==> src/verilog/gpio_port_pkg.sv <==
// Package with register map, field layout and carrier types of the shared-pin I/O port
package gpio_port_pkg;

  localparam int unsigned ADDR_W = 16;
  localparam int unsigned DATA_W = 16;
  localparam int unsigned PORT_W = 8;

  // Register addresses in the data space
  localparam logic [15:0] PIN_FUNCTION_SELECT_ADDR   = 16'h7090;
  localparam logic [15:0] PORT_A_DATA_DIRECTION_ADDR = 16'h7098;
  localparam logic [15:0] PORT_B_DATA_DIRECTION_ADDR = 16'h709a;

  // Field positions
  localparam int unsigned SEL_PORT_A_LSB = 0;
  localparam int unsigned SEL_PORT_B_LSB = 8;
  localparam int unsigned DAT_LSB        = 0;
  localparam int unsigned DIR_LSB        = 8;

  // Pin positions with extra input taps
  localparam int unsigned FAULT_PIN    = 0;
  localparam int unsigned PA_EVENT_PIN = 7;
  localparam int unsigned PB_EVENT_PIN = 0;

  // Reset values
  localparam logic [15:0] PIN_FUNCTION_SELECT_RST = 16'h0000;
  localparam logic [7:0]  PORT_DATA_RST           = 8'h00;
  localparam logic [7:0]  PORT_DIR_RST            = 8'h00;
  localparam logic [15:0] READ_DATA_RST           = 16'h0000;
  localparam logic [7:0]  PAD_RELEASED_RST        = 8'hff;

  // Peripheral bus request
  typedef struct packed {
    logic        rd;
    logic        wr;
    logic [15:0] addr;
    logic [15:0] wdata;
  } bus_req_t;

  // One 8-bit port of pad signals
  typedef struct packed {
    logic [7:0] out;
    logic [7:0] oe_n;
  } pad_drive_t;

  // Input events taken off the pins for other peripherals
  typedef struct packed {
    logic power_drive_protect_input;
    logic external_interrupt_one;
    logic external_interrupt_two;
    logic converter_start_trigger;
    logic capture_input;
  } pin_taps_t;

endpackage

==> src/verilog/gpio_pin_slice.sv <==
// One 8-bit port: mux between peripheral function and I/O, output enable generation
`timescale 1ns/1ns
`default_nettype none
module gpio_pin_slice
  import gpio_port_pkg::*;
#(
  parameter int unsigned WIDTH = 8
) (
  input  wire logic [WIDTH-1:0] i_select,
  input  wire logic [WIDTH-1:0] i_io_data,
  input  wire logic [WIDTH-1:0] i_io_dir,
  input  wire logic [WIDTH-1:0] i_func_out,
  input  wire logic [WIDTH-1:0] i_func_oe,
  output logic      [WIDTH-1:0] o_out,
  output logic      [WIDTH-1:0] o_oe_n
);

  // Select 1 gives the pin to its peripheral, 0 to the I/O logic
  // Direction 1 drives, 0 leaves the driver off
  always_comb begin
    for (int i = 0; i < WIDTH; i++) begin
      o_out[i]  = i_select[i] ? i_func_out[i] : i_io_data[i];
      o_oe_n[i] = i_select[i] ? ~i_func_oe[i] : ~i_io_dir[i];
    end
  end

endmodule
`default_nettype wire

==> src/verilog/shared_pin_gpio_port.sv <==
// Shared-pin general-purpose I/O port with two 8-bit ports and function select
`timescale 1ns/1ns
`default_nettype none
module shared_pin_gpio_port
  import gpio_port_pkg::*;
#(
  parameter int unsigned PORTS_W = PORT_W
) (
  input  wire logic               i_sys_clk,
  input  wire logic               i_sys_rst,
  input  wire bus_req_t           i_bus,
  output logic      [DATA_W-1:0]  o_bus_rdata,
  output logic                    o_bus_rvalid,
  input  wire logic [PORTS_W-1:0] i_port_a_pin,
  input  wire logic [PORTS_W-1:0] i_port_b_pin,
  input  wire logic [PORTS_W-1:0] i_port_a_func_out,
  input  wire logic [PORTS_W-1:0] i_port_a_func_oe,
  input  wire logic [PORTS_W-1:0] i_port_b_func_out,
  input  wire logic [PORTS_W-1:0] i_port_b_func_oe,
  output pad_drive_t              o_port_a_pad,
  output pad_drive_t              o_port_b_pad,
  output logic      [PORTS_W-1:0] o_port_a_func_in,
  output logic      [PORTS_W-1:0] o_port_b_func_in,
  output pin_taps_t               o_taps
);

  // Whole state of the block
  typedef struct packed {
    logic [15:0] select;
    logic [7:0]  a_data;
    logic [7:0]  a_dir;
    logic [7:0]  b_data;
    logic [7:0]  b_dir;
    logic [7:0]  a_sample;
    logic [7:0]  b_sample;
    logic [15:0] rdata;
    logic        rvalid;
    pad_drive_t  a_pad;
    pad_drive_t  b_pad;
    logic [7:0]  a_func_in;
    logic [7:0]  b_func_in;
    pin_taps_t   taps;
  } state_t;

  // Register hit by the bus address; anything unmapped hits none
  typedef enum logic [1:0] {
    reg_none,
    reg_select,
    reg_port_a,
    reg_port_b
  } reg_sel_t;

  state_t     st;
  state_t     next_st;
  pad_drive_t a_pad_comb;
  pad_drive_t b_pad_comb;
  reg_sel_t   bus_target;
  logic [7:0] a_select;
  logic [7:0] b_select;

  // Read value of a port: inputs show the pin, outputs the latch
  function automatic logic [15:0] port_word(input logic [7:0] data, input logic [7:0] dir,
                                            input logic [7:0] pin);
    logic [7:0] shown;
    shown = (dir & data) | (~dir & pin);
    return {dir, shown};
  endfunction

  // Write of a port register: data low byte, direction high byte
  function automatic logic [15:0] port_write(input logic [15:0] w);
    return {w[DIR_LSB +: PORT_W], w[DAT_LSB +: PORT_W]};
  endfunction

  // One address decoder shared by reads and writes, so both always agree
  function automatic reg_sel_t decode_addr(input logic [15:0] addr);
    reg_sel_t hit;
    unique case (addr)
      PIN_FUNCTION_SELECT_ADDR:   hit = reg_select;
      PORT_A_DATA_DIRECTION_ADDR: hit = reg_port_a;
      PORT_B_DATA_DIRECTION_ADDR: hit = reg_port_b;
      default:                    hit = reg_none;
    endcase
    return hit;
  endfunction

  // Peripheral inputs see the pin only where the function owns it
  function automatic logic [7:0] to_peripheral(input logic [7:0] sample,
                                               input logic [7:0] select);
    return sample & select;
  endfunction

  // Event taps see the pin only while it is a plain I/O pin
  function automatic logic io_tap(input logic level, input logic select_bit);
    return level & ~select_bit;
  endfunction

  // Port A pin mux
  gpio_pin_slice #(
    .WIDTH (PORT_W)
  ) u_slice_a (
    .i_select   (a_select),
    .i_io_data  (st.a_data),
    .i_io_dir   (st.a_dir),
    .i_func_out (i_port_a_func_out),
    .i_func_oe  (i_port_a_func_oe),
    .o_out      (a_pad_comb.out),
    .o_oe_n     (a_pad_comb.oe_n)
  );

  // Port B pin mux
  gpio_pin_slice #(
    .WIDTH (PORT_W)
  ) u_slice_b (
    .i_select   (b_select),
    .i_io_data  (st.b_data),
    .i_io_dir   (st.b_dir),
    .i_func_out (i_port_b_func_out),
    .i_func_oe  (i_port_b_func_oe),
    .o_out      (b_pad_comb.out),
    .o_oe_n     (b_pad_comb.oe_n)
  );

  // Address decoded once and shared by both strobes
  assign bus_target = decode_addr(i_bus.addr);
  // Select halves of the two ports
  assign a_select   = st.select[SEL_PORT_A_LSB +: PORT_W];
  assign b_select   = st.select[SEL_PORT_B_LSB +: PORT_W];

  // Next-state logic: bus writes, reads, pin sampling and taps
  always_comb begin
    next_st = st;
    // Pins sampled once so a read and the taps agree on the same level
    next_st.a_sample = i_port_a_pin;
    next_st.b_sample = i_port_b_pin;

    // All registers are full 16-bit words on the peripheral bus
    // A write and a read in one cycle both act; the read sees the old value
    if (i_bus.wr) begin
      unique case (bus_target)
        reg_select: next_st.select = i_bus.wdata;
        reg_port_a: {next_st.a_dir, next_st.a_data} = port_write(i_bus.wdata);
        reg_port_b: {next_st.b_dir, next_st.b_data} = port_write(i_bus.wdata);
        reg_none:   ; // Unmapped writes are ignored
      endcase
    end

    // Read answer one cycle after the strobe; unmapped reads give zero
    // Unmapped reads still answer, so a stray address never hangs the bus
    next_st.rvalid = i_bus.rd;
    next_st.rdata  = READ_DATA_RST;
    if (i_bus.rd) begin
      unique case (bus_target)
        reg_select: next_st.rdata = st.select;
        reg_port_a: next_st.rdata = port_word(st.a_data, st.a_dir, st.a_sample);
        reg_port_b: next_st.rdata = port_word(st.b_data, st.b_dir, st.b_sample);
        reg_none:   next_st.rdata = READ_DATA_RST;
      endcase
    end

    // Pad drive registered so every output comes from a flip-flop
    next_st.a_pad = a_pad_comb;
    next_st.b_pad = b_pad_comb;

    // Peripheral inputs only see the pin while the function is selected
    next_st.a_func_in = to_peripheral(st.a_sample, a_select);
    next_st.b_func_in = to_peripheral(st.b_sample, b_select);

    // Fault input is never gated by the select bit
    next_st.taps.power_drive_protect_input = st.a_sample[FAULT_PIN];
    // Event inputs come from the pins while they are in I/O mode
    next_st.taps.external_interrupt_two  = io_tap(st.a_sample[PA_EVENT_PIN],
                                                  a_select[PA_EVENT_PIN]);
    next_st.taps.converter_start_trigger = next_st.taps.external_interrupt_two;
    next_st.taps.capture_input           = next_st.taps.external_interrupt_two;
    next_st.taps.external_interrupt_one  = io_tap(st.b_sample[PB_EVENT_PIN],
                                                  b_select[PB_EVENT_PIN]);
  end

  // State register; reset leaves every pin an undriven I/O input
  always_ff @(posedge i_sys_clk or posedge i_sys_rst) begin
    if (i_sys_rst) begin
      // Every field named, so no state hides behind a blanket clear
      st.select      <= PIN_FUNCTION_SELECT_RST;
      st.a_data      <= PORT_DATA_RST;
      st.a_dir       <= PORT_DIR_RST;
      st.b_data      <= PORT_DATA_RST;
      st.b_dir       <= PORT_DIR_RST;
      st.a_sample    <= PORT_DATA_RST;
      st.b_sample    <= PORT_DATA_RST;
      st.rdata       <= READ_DATA_RST;
      st.rvalid      <= '0;
      st.a_pad.out   <= PORT_DATA_RST;
      st.a_pad.oe_n  <= PAD_RELEASED_RST;
      st.b_pad.out   <= PORT_DATA_RST;
      st.b_pad.oe_n  <= PAD_RELEASED_RST;
      st.a_func_in   <= PORT_DATA_RST;
      st.b_func_in   <= PORT_DATA_RST;
      st.taps        <= '0;
    end else begin
      st <= next_st;
    end
  end

  // Outputs straight from the state flip-flops
  assign o_bus_rdata      = st.rdata;
  assign o_bus_rvalid     = st.rvalid;
  assign o_port_a_pad     = st.a_pad;
  assign o_port_b_pad     = st.b_pad;
  assign o_port_a_func_in = st.a_func_in;
  assign o_port_b_func_in = st.b_func_in;
  assign o_taps           = st.taps;

endmodule
`default_nettype wire

==> config.mk <==
export PLATFORM = sky130hd
export DESIGN_NAME = shared_pin_gpio_port
export DESIGN_NICKNAME = d
export VERILOG_FILES = /design/src/verilog/gpio_port_pkg.sv /design/src/verilog/gpio_pin_slice.sv /design/src/verilog/shared_pin_gpio_port.sv
export SDC_FILE = /design/constraint.sdc
export NUM_CORES = 1
export LEC_CHECK = 0
export ABC_CLOCK_PERIOD_IN_PS = 5100
export BUFFER_PORTS_ARGS = -buffer_cell sky130_fd_sc_hd__buf_4
export CORE_UTILIZATION = 43
export CTS_CLUSTER_DIAMETER = 150
export DETAILED_ROUTE_END_ITERATION = 12
export PLACE_DENSITY = 0.78
export SKIP_LAST_GASP = 1
export SLEW_MARGIN = 15
export SYNTH_ARGS = -nofsm -noshare
export SYNTH_HDL_FRONTEND = slang
export SYNTH_SLANG_ARGS = --single-unit
==> constraint.sdc <==
create_clock -name i_sys_clk -period 5.1 [get_ports i_sys_clk]
set_input_delay 0.765 -clock i_sys_clk [delete_from_list [all_inputs] [get_ports i_sys_clk]]
set_output_delay 0.765 -clock i_sys_clk [all_outputs]
set_load 0.05 [all_outputs]
==> metrics.cfg <==
[hold_path]
min_to = o_taps[4]$_DFF_PP0_
hp-class = register to register
min_from = next_st[4]$_DFF_PP0_
hold_depth = 0

[worst_setup_path]
rr_worst_depth = 4
start_kind = primary input
crit_arrival_ps = 2570
cp_slowest_cell = nor2b_1
worstPathRequired_ps = 5390
r2r_end = o_bus_rdata[5]$_DFF_PP0_
r2r-start = st[91]$_DFFE_PP0P_
crit_fanout = 20
r2r_slack_ps = 3870
end_kind = register
path_class = primary input to register
cpMostUsedCell = buf_4
max_stage_delay_ps = 670
crit_chain = buf_4 > nor2b_1 > buf_4 > nand3_4 > mux2_2

[layout]
final_nets = 574
diodes = 0
fin_area_um2 = 7000
final_core_util_pct = 55.2
n_fill_cell = 1055
layout-drive-gt1-share_pct = 55.1
area.growth.synth_to_final_pct = 24.8

[drt]
wl_per_cell_um = 16.7
vias_per_cell = 4.82
wirelength_mm = 11.3
drt_iter0_drc = 160
drc = 0
first_pass_iters = 5
ant_nets = 0
routed-via-count = 3252

[synthesis]
synth_seq_cells = 132
synthDistinctLibCells = 26
synth_area_per_cell_um2 = 14.1
synth.net_count = 482
ys_warn_count = 0
ys_seq_area_share_pct = 59.3
synth_area_um2 = 5600
syn-instance-count = 398

[power_and_ir_drop]
cellLeakagePower_uw = 0.00361
p_per_area_nw_per_um2 = 346
ir_drop_v = 0.000210
p_total_uw = 2420

[die]
die-area_um2 = 13500
fp.dieH_um = 116
core_um2 = 12700
rows = 41
dieWidth_um = 116
initial_utilization_pct = 44.2
io_pins = 154

[placement]
place_area_um2 = 6380
place.gp.congestion = 0.746
dp_hpwl_mm = 7.61
port-buffer-count = 153

[cts]
cts_tree = yes
clock_latency_ps = 410
clk_path_buf_depth = 2
htreeDepth = 4
ctsHoldBuffers = 0
clk_transition_reported_paths_ps = 50
cts-root-buf = clkbuf_16
postCtsSetupRepairBufs = 0
cts_buffers = 17
cts.sinks = 132
post_cts_resized = 0

[run_status]
outcome = completed

[global_routing]
grt_max_degree = 98
grt_pass1_wl_mm = 17.5
antenna_found_initial = 0
track_usage_pct = 18.0
overflow = 0
grt_pass1_vias = 3404

[sta]
setup_violations = 0
slew_headroom_pct = 43.4
min_period_ps = 2280
worst_slew_pin_slew_ps = 848
timing.fmax_mhz = 438
rsz0062_at_grt = no
hold_viol = 0
setup_tns_ps = 0
timing.final.crit_share_pct = 44.7
report.final.slew_viol_count = 0
fin_skew_ps = 7.55

[run]
cap_violations = 0

logic make-up after synthesis:
| family | share of synthesized area (%) |
|---|---|
| simple gates | 5.78 |
| mux | 19.4 |
| flops | 59.3 |
| compound gates | 4.64 |
| buf+inv | 10.9 |
worst max-delay path by stage:
stage          startpoint                         to  slack, ps  cells past startpoint
6_report        i_bus[19]        st[103]$_DFFE_PP0P_       2820                      5
5_1_grt         i_bus[25]   o_bus_rdata[9]$_DFF_PP0_       2710                      5
4_1_cts         i_bus[25]  o_bus_rdata[11]$_DFF_PP0_       2850                      5
3_5_place_dp    i_bus[19]        st[110]$_DFFE_PP0P_       2420                      5
3_3_place_gp    i_bus[19]        st[111]$_DFFE_PP0P_       2450                      5
2_1_floorplan   i_sys_rst    a_select[0]$_DFFE_PP0P_        840                      1
worst max-delay path: cells and delay by family:
family | cells | cell delay (ps)
buffers and inverters | 2 | 510
and+or+nand+nor | 2 | 930
muxes | 1 | 370
cell type report:
type / instances / area [um^2] / share of cell area, %
repair buffers: 155 / 1160 / 16.6
clock inverters: 9 / 125 / 1.79
flip-flops and latches: 132 / 3320 / 47.5
clock buffers: 23 / 488 / 6.97
inverters: 1 / 8.76 / 0.125
well taps: 172 / 215 / 3.08
multi-input cells: 183 / 1670 / 23.9
state kept, by name, indices dropped and copies added (netlist names):
name	count
st	47
o_bus_rdata	16
o_port_a_pad	16
o_port_b_pad	16
a_select	8
b_select	8
o_port_a_func_in	8
o_port_b_func_in	8
o_taps	3
next_st	1
o_bus_rvalid	1
per-layer routing:
metal	track usage [%]	up-vias	part of all wire, %
met1	22.2	1609	42
li1	-	1489	-
met5	0	-	0
met2	28.5	131	49
met4	9.15	0	2.5
met3	5.76	23	6.1
cell usage after synthesis:
cell type,number,area share [%]
nand4_4,1,0.38
buf_6,4,0.80
and4b_1,1,0.18
buf_2,2,0.18
clkbuf_2,1,0.089
nand3_4,2,0.63
nor4bb_1,1,0.18
nor2b_1,3,0.33
nand2_1,17,1.1
nor4_1,1,0.11
buf_4,70,9.4
mux2i_1,24,4.3
and2_1,17,1.9
clkbuf_1,4,0.27
o211a_1,16,2.9
nor2_1,10,0.67
mux2_4,10,2.7
dfrtp_1,116,52
buf_1,1,0.067
nand2b_1,1,0.11
inv_1,1,0.067
a21oi_1,8,0.71
a22oi_1,8,1.1
dfstp_2,16,7.5
and4_1,1,0.16
mux2_2,62,12
power by group:
part           total (uW)  switching [uW]  internal [uW]  leakage (uW)
registers            1060            4.69           1060       0.00174
logic                 116            60.4           55.1       0.00157
clock network        1250             429            817      0.000299
layout by cell type, fill, tap and decap left out, types with 10 or more instances in the layout:
cell type  instances
mux2_2            62
nand2_1           17
nor2_1            10
clkbuf_16         17
buf_4            155
dfrtp_1          116
mux2_4            10
dfstp_2           16
mux2i_1           24
o211a_1           16
and2_1            17
per-stage QoR:
step / worst slack, ps / hold slack (ps) / std cells
final: 2820 / 406 / 675
after CTS: 2850 / 413 / 675
after detailed placement: 2420 / 398 / 643
after global routing: 2710 / 423 / 675
after global placement: 2450 / 394 / 643
after floorplan: 835 / 366 / 398
(Power assumes the default switching activity.)
